--- src/frc_defs.svh ---
// Purpose: constants for the fixed reference control block
// Assumes: included by bare name, guarded against double inclusion
// Notes:   offsets are byte addresses on the register bus
`ifndef FRC_DEFS_SVH
`define FRC_DEFS_SVH

// ==================================================================
// register offsets
`define FRC_OFF_CTRL      12'h000
`define FRC_OFF_SYSCFG    12'h004
`define FRC_OFF_STATUS    12'h008

// ==================================================================
// control register fields
`define FRC_BIT_ENABLE    7
`define FRC_BIT_READY     6
`define FRC_BIT_TEMP_EN   5
`define FRC_BIT_TEMP_RNG  4
`define FRC_CDA_HI        3
`define FRC_CDA_LO        2
`define FRC_ADC_HI        1
`define FRC_ADC_LO        0
`define FRC_CTRL_RESET    8'h00
`define FRC_CTRL_WMASK    8'hBF

// ==================================================================
// system configuration fields
`define FRC_SYS_OSC_HI    2
`define FRC_SYS_OSC_LO    0
`define FRC_SYS_FREQ_HI   6
`define FRC_SYS_FREQ_LO   3
`define FRC_SYS_BOR_HI    8
`define FRC_SYS_BOR_LO    7
`define FRC_SYS_BOR_FAST  9
`define FRC_SYS_REG_PM    10
`define FRC_SYS_SLEEP     11
`define FRC_SYS_RESET     12'h000
`define FRC_OSC_INTERNAL  3'h4
`define FRC_FREQ_FAST     3'h0

// ==================================================================
// timing: settle time of the analog circuits
`define FRC_SETTLE_NS     25
`define FRC_CLK_NS        5
`define FRC_SETTLE_CYC    ((`FRC_SETTLE_NS + `FRC_CLK_NS - 1) / `FRC_CLK_NS)
`define FRC_CNT_W         8

`endif

--- src/frc_pkg.sv ---
// Purpose: types for the fixed reference control block
// Assumes: nothing beyond the defs header
// Notes:   gain encodings shared by both amplifier paths
package frc_pkg;
  // gain select of one amplifier path
  typedef enum logic [1:0] {
    FRC_GAIN_OFF = 2'b00,
    FRC_GAIN_1X  = 2'b01,
    FRC_GAIN_2X  = 2'b10,
    FRC_GAIN_4X  = 2'b11
  } frc_gain_t;
  // settling state
  typedef enum logic [1:0] {
    FRC_ST_OFF    = 2'b00,
    FRC_ST_SETTLE = 2'b01,
    FRC_ST_READY  = 2'b10
  } frc_state_t;
endpackage

--- src/frc_top.sv ---
// Purpose: control and status logic of the fixed voltage reference
// Assumes: AXI4-Lite slave, one clock, synchronous active-high reset
// Notes:   analog settle is modelled by a counter plus an analog flag
// Summary of operation
// - enable bit 7 powers the reference
// - ready set after circuits have settled
// - ready reads zero when off or settling
// - one variant reads ready always one
// - bits 3-2 select comparator path gain
// - bits 1-0 select ADC path gain
// - both gain paths programmed independently
// - bit 5 enables temperature indicator
// - bit 4 selects temperature high range
// - writable bits reset to zero
// - fast internal oscillator forces reference on while awake
// - brown-out mode 11 forces reference on; modes 01 and 10 only with the fast bit set
// - regulator mode awake forces reference on when the variant strap is set
//
// The AXI4-Lite slave port and the address map were decided locally.
`timescale 1ns/1ps
`include "frc_defs.svh"
module frc_top (
  // clock and reset
  input  wire logic        clock,
  input  wire logic        rst,
  // variant strap and analog settled status
  input  wire logic        variantAlwaysReady,
  input  wire logic        analogSettled,
  // axi write address
  input  wire logic        s_axi_awvalid,
  output logic             s_axi_awready,
  input  wire logic [11:0] s_axi_awaddr,
  // axi write data
  input  wire logic        s_axi_wvalid,
  output logic             s_axi_wready,
  input  wire logic [31:0] s_axi_wdata,
  input  wire logic [3:0]  s_axi_wstrb,
  // axi write response
  output logic             s_axi_bvalid,
  input  wire logic        s_axi_bready,
  output logic [1:0]       s_axi_bresp,
  // axi read address
  input  wire logic        s_axi_arvalid,
  output logic             s_axi_arready,
  input  wire logic [11:0] s_axi_araddr,
  // axi read data
  output logic             s_axi_rvalid,
  input  wire logic        s_axi_rready,
  output logic [31:0]      s_axi_rdata,
  output logic [1:0]       s_axi_rresp,
  // analog controls
  output logic             refPowerOn_r,
  output logic             adcAmpOn_r,
  output logic [2:0]       adcGain_r,
  output logic             cdaAmpOn_r,
  output logic [2:0]       cdaGain_r,
  output logic             tempSenseOn_r,
  output logic             tempRangeHigh_r
);
  import frc_pkg::*;

  // ==================================================================
  // declarations
  logic [7:0]       ctrl_r;         // writable control bits
  logic [11:0]      sysCfg_r;       // oscillator, brown-out, regulator
  logic             awHeld_r;       // write address captured
  logic [11:0]      awAddr_r;       // captured write address
  logic             wHeld_r;        // write data captured
  logic [31:0]      wData_r;        // captured write data
  logic [3:0]       wStrb_r;        // captured byte strobes
  frc_state_t       state_r;        // settle state
  frc_state_t       state_nxt;      // next settle state
  logic [`FRC_CNT_W-1:0] settleCnt_r; // settle cycles elapsed
  logic             settledSync1_r; // synchroniser stage one
  logic             settledSync2_r; // synchroniser stage two
  logic             variantSync1_r; // strap synchroniser stage one
  logic             variantSync2_r; // strap synchroniser stage two
  logic             readyBit;       // ready flag as software sees it
  logic             forceOn;        // some other block needs the ref
  logic             refOn;          // reference requested on
  logic             doWrite;        // both halves of a write present
  logic [7:0]       ctrlRead;       // control register read image
  logic [31:0]      rdMux;          // read data mux

  localparam logic [`FRC_CNT_W-1:0] SETTLE_CYC =
    `FRC_CNT_W'(`FRC_SETTLE_CYC);

  // ==================================================================
  // pin inputs: two flops before any logic reads them
  always_ff @(posedge clock) begin
    if (rst) begin
      settledSync1_r <= 1'b0;
      settledSync2_r <= 1'b0;
      variantSync1_r <= 1'b0;
      variantSync2_r <= 1'b0;
    end else begin
      settledSync1_r <= analogSettled;
      settledSync2_r <= settledSync1_r;
      variantSync1_r <= variantAlwaysReady;
      variantSync2_r <= variantSync1_r;
    end
  end

  // ==================================================================
  // force-on terms from other blocks' settings
  always_comb begin
    forceOn = 1'b0;
    if (sysCfg_r[`FRC_SYS_OSC_HI:`FRC_SYS_OSC_LO] == `FRC_OSC_INTERNAL &&
        sysCfg_r[`FRC_SYS_FREQ_HI:`FRC_SYS_FREQ_LO+1] == `FRC_FREQ_FAST &&
        !sysCfg_r[`FRC_SYS_SLEEP]) begin
      forceOn = 1'b1;
    end
    case (sysCfg_r[`FRC_SYS_BOR_HI:`FRC_SYS_BOR_LO])
      2'b11:   forceOn = 1'b1;
      2'b10,
      2'b01:   begin
        if (sysCfg_r[`FRC_SYS_BOR_FAST]) begin
          forceOn = 1'b1;
        end
      end
      default: begin
      end
    endcase
    // regulator awake; variant strap marks regulated part
    if (variantSync2_r && sysCfg_r[`FRC_SYS_REG_PM] &&
        !sysCfg_r[`FRC_SYS_SLEEP]) begin
      forceOn = 1'b1;
    end
  end

  assign refOn = ctrl_r[`FRC_BIT_ENABLE] | forceOn;

  // ==================================================================
  // settle state machine: counts minimum time, then waits analog flag
  always_comb begin
    state_nxt = state_r;
    case (state_r)
      FRC_ST_OFF: begin
        if (refOn) begin
          state_nxt = FRC_ST_SETTLE;
        end
      end
      FRC_ST_SETTLE: begin
        if (!refOn) begin
          state_nxt = FRC_ST_OFF;
        end else if (settleCnt_r >= SETTLE_CYC && settledSync2_r) begin
          state_nxt = FRC_ST_READY;
        end
      end
      FRC_ST_READY: begin
        if (!refOn || !settledSync2_r) begin
          state_nxt = refOn ? FRC_ST_SETTLE : FRC_ST_OFF;
        end
      end
      default: state_nxt = FRC_ST_OFF;
    endcase
  end

  always_ff @(posedge clock) begin
    if (rst) begin
      state_r <= FRC_ST_OFF;
    end else begin
      state_r <= state_nxt;
    end
  end

  // settle counter, held at its bound so it never wraps
  always_ff @(posedge clock) begin
    if (rst || state_r != FRC_ST_SETTLE) begin
      settleCnt_r <= '0;
    end else if (settleCnt_r < SETTLE_CYC) begin
      settleCnt_r <= settleCnt_r + 1'b1;
    end
  end

  // zero unless ready; variant always one
  assign readyBit = variantSync2_r | (state_r == FRC_ST_READY);

  // ==================================================================
  // axi write channel: address and data taken in either order
  assign doWrite = awHeld_r && wHeld_r && !s_axi_bvalid;

  always_ff @(posedge clock) begin
    if (rst) begin
      awHeld_r      <= 1'b0;
      awAddr_r      <= 12'h000;
      s_axi_awready <= 1'b0;
    end else begin
      s_axi_awready <= !awHeld_r && !s_axi_awready && s_axi_awvalid;
      if (s_axi_awvalid && s_axi_awready) begin
        awHeld_r <= 1'b1;
        awAddr_r <= s_axi_awaddr;
      end else if (doWrite) begin
        awHeld_r <= 1'b0;
      end
    end
  end

  always_ff @(posedge clock) begin
    if (rst) begin
      wHeld_r      <= 1'b0;
      wData_r      <= 32'h0000_0000;
      wStrb_r      <= 4'h0;
      s_axi_wready <= 1'b0;
    end else begin
      s_axi_wready <= !wHeld_r && !s_axi_wready && s_axi_wvalid;
      if (s_axi_wvalid && s_axi_wready) begin
        wHeld_r <= 1'b1;
        wData_r <= s_axi_wdata;
        wStrb_r <= s_axi_wstrb;
      end else if (doWrite) begin
        wHeld_r <= 1'b0;
      end
    end
  end

  // write response: unmapped address answers slverr
  always_ff @(posedge clock) begin
    if (rst) begin
      s_axi_bvalid <= 1'b0;
      s_axi_bresp  <= 2'b00;
    end else if (doWrite) begin
      s_axi_bvalid <= 1'b1;
      s_axi_bresp  <= (awAddr_r == `FRC_OFF_CTRL ||
                       awAddr_r == `FRC_OFF_SYSCFG ||
                       awAddr_r == `FRC_OFF_STATUS) ? 2'b00 : 2'b10;
    end else if (s_axi_bready) begin
      s_axi_bvalid <= 1'b0;
    end
  end

  // ==================================================================
  // control register; reset zero
  always_ff @(posedge clock) begin
    if (rst) begin
      ctrl_r <= `FRC_CTRL_RESET;
    end else if (doWrite && awAddr_r == `FRC_OFF_CTRL && wStrb_r[0]) begin
      ctrl_r <= wData_r[7:0] & `FRC_CTRL_WMASK;
    end
  end

  // system configuration mirror of oscillator, brown-out, regulator
  always_ff @(posedge clock) begin
    if (rst) begin
      sysCfg_r <= `FRC_SYS_RESET;
    end else if (doWrite && awAddr_r == `FRC_OFF_SYSCFG) begin
      if (wStrb_r[0]) begin
        sysCfg_r[7:0] <= wData_r[7:0];
      end
      if (wStrb_r[1]) begin
        sysCfg_r[11:8] <= wData_r[11:8];
      end
    end
  end

  // ==================================================================
  // read channel: one word, answered two cycles after arvalid
  always_comb begin
    ctrlRead = ctrl_r;
    ctrlRead[`FRC_BIT_READY] = readyBit;
  end

  always_comb begin
    case (s_axi_araddr)
      `FRC_OFF_CTRL:   rdMux = {24'h00_0000, ctrlRead};
      `FRC_OFF_SYSCFG: rdMux = {20'h0_0000, sysCfg_r};
      `FRC_OFF_STATUS: rdMux = {28'h000_0000, forceOn, refOn, state_r};
      default:         rdMux = 32'h0000_0000;
    endcase
  end

  always_ff @(posedge clock) begin
    if (rst) begin
      s_axi_arready <= 1'b0;
      s_axi_rvalid  <= 1'b0;
      s_axi_rdata   <= 32'h0000_0000;
      s_axi_rresp   <= 2'b00;
    end else begin
      s_axi_arready <= s_axi_arvalid && !s_axi_arready && !s_axi_rvalid;
      if (s_axi_arvalid && s_axi_arready) begin
        s_axi_rvalid <= 1'b1;
        s_axi_rdata  <= rdMux;
        s_axi_rresp  <= (s_axi_araddr == `FRC_OFF_CTRL ||
                         s_axi_araddr == `FRC_OFF_SYSCFG ||
                         s_axi_araddr == `FRC_OFF_STATUS) ? 2'b00 : 2'b10;
      end else if (s_axi_rready) begin
        s_axi_rvalid <= 1'b0;
      end
    end
  end

  // ==================================================================
  // analog control outputs, all registered
  always_ff @(posedge clock) begin
    if (rst) begin
      refPowerOn_r    <= 1'b0;
      tempSenseOn_r   <= 1'b0;
      tempRangeHigh_r <= 1'b0;
    end else begin
      refPowerOn_r    <= refOn;
      tempSenseOn_r   <= ctrl_r[`FRC_BIT_TEMP_EN];
      tempRangeHigh_r <= ctrl_r[`FRC_BIT_TEMP_RNG];
    end
  end

  frc_gain_path adcPath (
    .clock        (clock),
    .rst          (rst),
    .refOn        (refOn),
    .gainSel      (frc_gain_t'(ctrl_r[`FRC_ADC_HI:`FRC_ADC_LO])),
    .ampOn_r      (adcAmpOn_r),
    .gainOneHot_r (adcGain_r)
  );

  frc_gain_path cdaPath (
    .clock        (clock),
    .rst          (rst),
    .refOn        (refOn),
    .gainSel      (frc_gain_t'(ctrl_r[`FRC_CDA_HI:`FRC_CDA_LO])),
    .ampOn_r      (cdaAmpOn_r),
    .gainOneHot_r (cdaGain_r)
  );
endmodule

--- src/frc_gain_path.sv ---
// Purpose: decode of one amplifier path gain select
// Assumes: reference enable gates the path
// Notes:   one instance per amplifier, paths fully independent
`timescale 1ns/1ps
module frc_gain_path (
  // clock and reset
  input  wire logic              clock,
  input  wire logic              rst,
  // control
  input  wire logic              refOn,
  input  wire frc_pkg::frc_gain_t gainSel,
  // amplifier controls
  output logic                   ampOn_r,
  output logic [2:0]             gainOneHot_r
);
  import frc_pkg::*;

  // ==================================================================
  // registered decode: 1x, 2x, 4x one-hot, off when 00 or ref off
  always_ff @(posedge clock) begin
    if (rst) begin
      ampOn_r      <= 1'b0;
      gainOneHot_r <= 3'h0;
    end else begin
      ampOn_r <= refOn && (gainSel != FRC_GAIN_OFF);
      case (gainSel)
        FRC_GAIN_1X: gainOneHot_r <= refOn ? 3'h1 : 3'h0;
        FRC_GAIN_2X: gainOneHot_r <= refOn ? 3'h2 : 3'h0;
        FRC_GAIN_4X: gainOneHot_r <= refOn ? 3'h4 : 3'h0;
        default:     gainOneHot_r <= 3'h0;
      endcase
    end
  end
endmodule

--- config.mk ---
export PLATFORM = sky130hd
export DESIGN_NAME = frc_top
export DESIGN_NICKNAME = d
export VERILOG_FILES = /design/src/frc_pkg.sv /design/src/frc_top.sv /design/src/frc_gain_path.sv
export VERILOG_INCLUDE_DIRS = /design/src /design/src/src
export SDC_FILE = /design/constraint.sdc
export NUM_CORES = 1
export LEC_CHECK = 0
export BUFFER_PORTS_ARGS = -buffer_cell sky130_fd_sc_hd__buf_2
export CORE_AREA = 4 4 104 106
export CTS_CLUSTER_DIAMETER = 50
export DETAILED_ROUTE_END_ITERATION = 16
export DIE_AREA = 0 0 108 110
export PLACE_DENSITY = 0.7
export SLEW_MARGIN = 20
export SYNTH_ARGS = -nofsm -noshare
export SYNTH_HDL_FRONTEND = slang
export SYNTH_SLANG_ARGS = --single-unit
--- constraint.sdc ---
create_clock -name clock -period 2.8 [get_ports clock]
set_input_delay 0.42 -clock clock [delete_from_list [all_inputs] [get_ports clock]]
set_output_delay 0.42 -clock clock [all_outputs]
set_load 0.05 [all_outputs]
==> flow_metrics.py <==
metrics = {
    "outcome": {
        "status": "complete, no violations",
    },
    "timing": {
        "report.final.setup_viol": 0,
        "rsz0062_at_grt": "false",
        "tns_ps": 0,
        "fin_ws_ps": 781.5,
        "final_hold_viol_count": 0,
        "holdWs_ps": 275.8,
        "min_period_over_period_pct": 72.09,
        "min_period_ps": 2018,
        "maxSlewViolCount": 0,
        "finalClockSkew_ps": 8.891,
        "tightest_slew_ps": 582.2,
        "max_freq_ghz": 0.4954,
        "slew_headroom_pct": 61.18,
    },
    "worst_hold_path": {
        "whs_path_depth": 2,
        "whs_endpoint": "variantSync1_r",
        "hp-class": "in -> reg",
        "holdCritStartpoint": "variantAlwaysReady",
    },
    "critical_path": {
        "r2r-start": "awAddr_r[0]",
        "cp-start-kind": "flip-flop",
        "crit_fanout": 11,
        "timing.rr.end": "sysCfg_r[8]",
        "reg2regPathDepth": 4,
        "path_class": "reg -> reg",
        "rrSetupSlack_ps": 780,
        "end_kind": "flip-flop",
        "cp.required_ps": 3090,
        "cp.arrival_ps": 2310,
    },
    "logic_synthesis": {
        "synth.cell_area_sq_um": 3760,
        "yosysSeqAreaShare_pct": 48.45,
        "yosysMostFrequentCell": "dfxtp_1",
        "synth_ff_type": "dfxtp_1",
        "synthArstFlopShare_pct": 0,
        "synth_top_area_cell": "dfxtp_1",
        "synthDistinctLibCells": 47,
        "postSynthAreaPerCell_sq_um": 9.038,
        "synthTopCellsByCount": "dfxtp_1 (91), nand2_1 (68), a21oi_1 (35), nand2b_1 (28), buf_4 (22)",
        "yosys_warnings": 0,
        "postSynthCellCount": 416,
        "synth_top_cell_area_share_pct": 48.45,
        "synth_edf_count": 0,
        "ys_seq_elements": 91,
        "synthTopCellsByArea": "dfxtp_1 (48%), nand2_1 (6.8%), a21oi_1 (4.7%), nand2b_1 (4.7%), buf_4 (4.4%)",
    },
    "pwr": {
        "comb_power_share_pct": 7.8,
        "peakVddDrop_mv": 0.2300,
        "power.internal_w": 0.001866,
        "pwr-share-clk_pct": 38.4,
        "leakage_nw": 1.781,
        "p_switching_w": 0.0006011,
        "p_seq_share_pct": 53.7,
        "totalPowerFinal_w": 0.002467,
        "power.density_nw_per_um2": 563.1,
        "p_sw_share_pct": 24.37,
    },
    "routing": {
        "antenna_left": 0,
        "drt_first_pass_iters": 4,
        "vias": 2964,
        "wl_per_cell_microns": 12.83,
        "vias_per_cell": 4.742,
        "wirelength_microns": 8019,
        "drc": 0,
        "drt-initial-drc-count": 138,
    },
    "cells_and_area": {
        "finalInstanceArea_sq_um": 4380,
        "nFillCells": 977,
        "drive_gt1_share_pct": 21.34,
        "diodes": 0,
        "syn2layout_area_growth_pct": 16.51,
        "nNetsFinal": 561,
    },
    "global_routing": {
        "grt.total_usage_pct": 13.38,
        "grt_pass1_wl_microns": 12800,
        "gr-total-overflow": 0,
        "grt_pass1_vias": 2823,
        "grt_max_degree": 66,
        "antenna_found_initial": 0,
    },
    "floorplan": {
        "pin_count": 121,
        "fp.dieArea_sq_um": 11880,
        "die_h_microns": 110,
        "fp-row-count": 36,
        "die-width_microns": 108,
        "start_util_pct": 38.47,
        "core_sq_um": 9774,
    },
    "flow_run": {
        "max_cap_viol_count": 0,
    },
    "clock_tree": {
        "clk_pin_slew_ps": 80,
        "cts_buffers": 9,
        "ctsHoldBuffers": 0,
        "cts_buffer_depth": 2,
        "cts_sinks": 91,
        "cts_max_level": 3,
        "clk_latency_ps": 360,
        "clockRootBuffer": "clkbuf_8",
        "ctsResizeCount": 0,
        "post_cts_buffers": 0,
        "cts_tree": "yes",
    },
    "place": {
        "placed_area_sq_um": 4172,
        "port_buffers": 76,
        "dp_slack_ps": 722.9,
        "globalplace.congestion": 0.7597,
        "hpwl_microns": 5908,
    },
}
## worst max-delay path: stages (launching register included)
cell and delay, ps:
dfxtp_1 320, nor4_1 430, nand4_1 440, nor2_1 540, mux2i_1 230
## power by group through the flow
stage	registers, W	logic (W)	clock network (W)
5_1_grt	0.00133	0.000210	0.00102
3_5_place_dp	0.00136	0.000193	0
4_1_cts	0.00133	0.000193	0.000973
6_report	0.00133	0.000193	0.000948
3_3_place_gp	0.00136	0.000191	0
2_1_floorplan	0.00137	0.000154	0
## area by class of cell
class / instances / area (sq um) / share of cell area [%]
flip-flops and latches: 91 / 1822 / 41.59
multi-input cells: 295 / 1739 / 39.70
repair buffers: 79 / 402.9 / 9.197
well taps: 133 / 166.4 / 3.799
clock buffers: 11 / 131.4 / 2.999
clock inverters: 5 / 77.57 / 1.771
inverters: 11 / 41.29 / 0.9426
## logic make-up after synthesis
| logic type | Yosys count | synth area share [%] |
|---|---|---|
| AO/OA/AOI/OAI | 84 | 13.71 |
| other | 1 | 0.09974 |
| AND/OR/NAND/NOR | 166 | 23.96 |
| flip-flops | 91 | 48.45 |
| multiplexers | 16 | 4.259 |
| buffers and inverters | 51 | 7.388 |
| XOR/XNOR | 2 | 0.4660 |
| adder cells (fa/ha/maj) | 5 | 1.664 |
## per-stage QoR
stage / std cells / util (%)
2_1_floorplan: 437 / -
3_3_place_gp: 609 / 42.68
3_5_place_dp: 609 / 42.68
4_1_cts: 625 / 44.82
5_1_grt: 625 / 44.82
6_report: 625 / 44.82
## registers in the layout, summed over array words and instances (netlist names), 3 cells and up
register              count
cdaPath.gainOneHot_r      3
settleCnt_r               8
s_axi_rdata              12
awAddr_r                 12
adcPath.gainOneHot_r      3
ctrl_r                    7
sysCfg_r                 12
wData_r                  12
## per-layer routing
metal	GRT usage [%]	up-vias	wire length [microns]
met3	3.145	14	433
met5	0	-	0
met2	21.89	84	3661
li1	-	1506	-
met1	16.82	1360	3774
met4	6.132	0	150
## how the worst max path moves through the flow
stage,from,to,slack (ps),cells after the start
2_1_floorplan,s_axi_araddr[9],s_axi_rdata[6],920,4
3_3_place_gp,s_axi_araddr[9],s_axi_rdata[6],760,5
3_5_place_dp,awAddr_r[0],sysCfg_r[10],720,4
4_1_cts,awAddr_r[0],sysCfg_r[8],720,4
5_1_grt,awAddr_r[0],sysCfg_r[11],520,4
6_report,awAddr_r[0],sysCfg_r[8],780,4
## cells in the final DEF (no fill, tap or decap), drive strengths merged, types with 5 or more instances in the layout
cell	n
a21oi	35
and2	7
buf	79
clkbuf	11
conb	22
dfxtp	91
ha	5
inv	11
mux2i	16
nand2	68
nand2b	28
nor2	17
nor2b	13
nor3b	6
o21ai	21
Power figures use the tool's default switching activity.
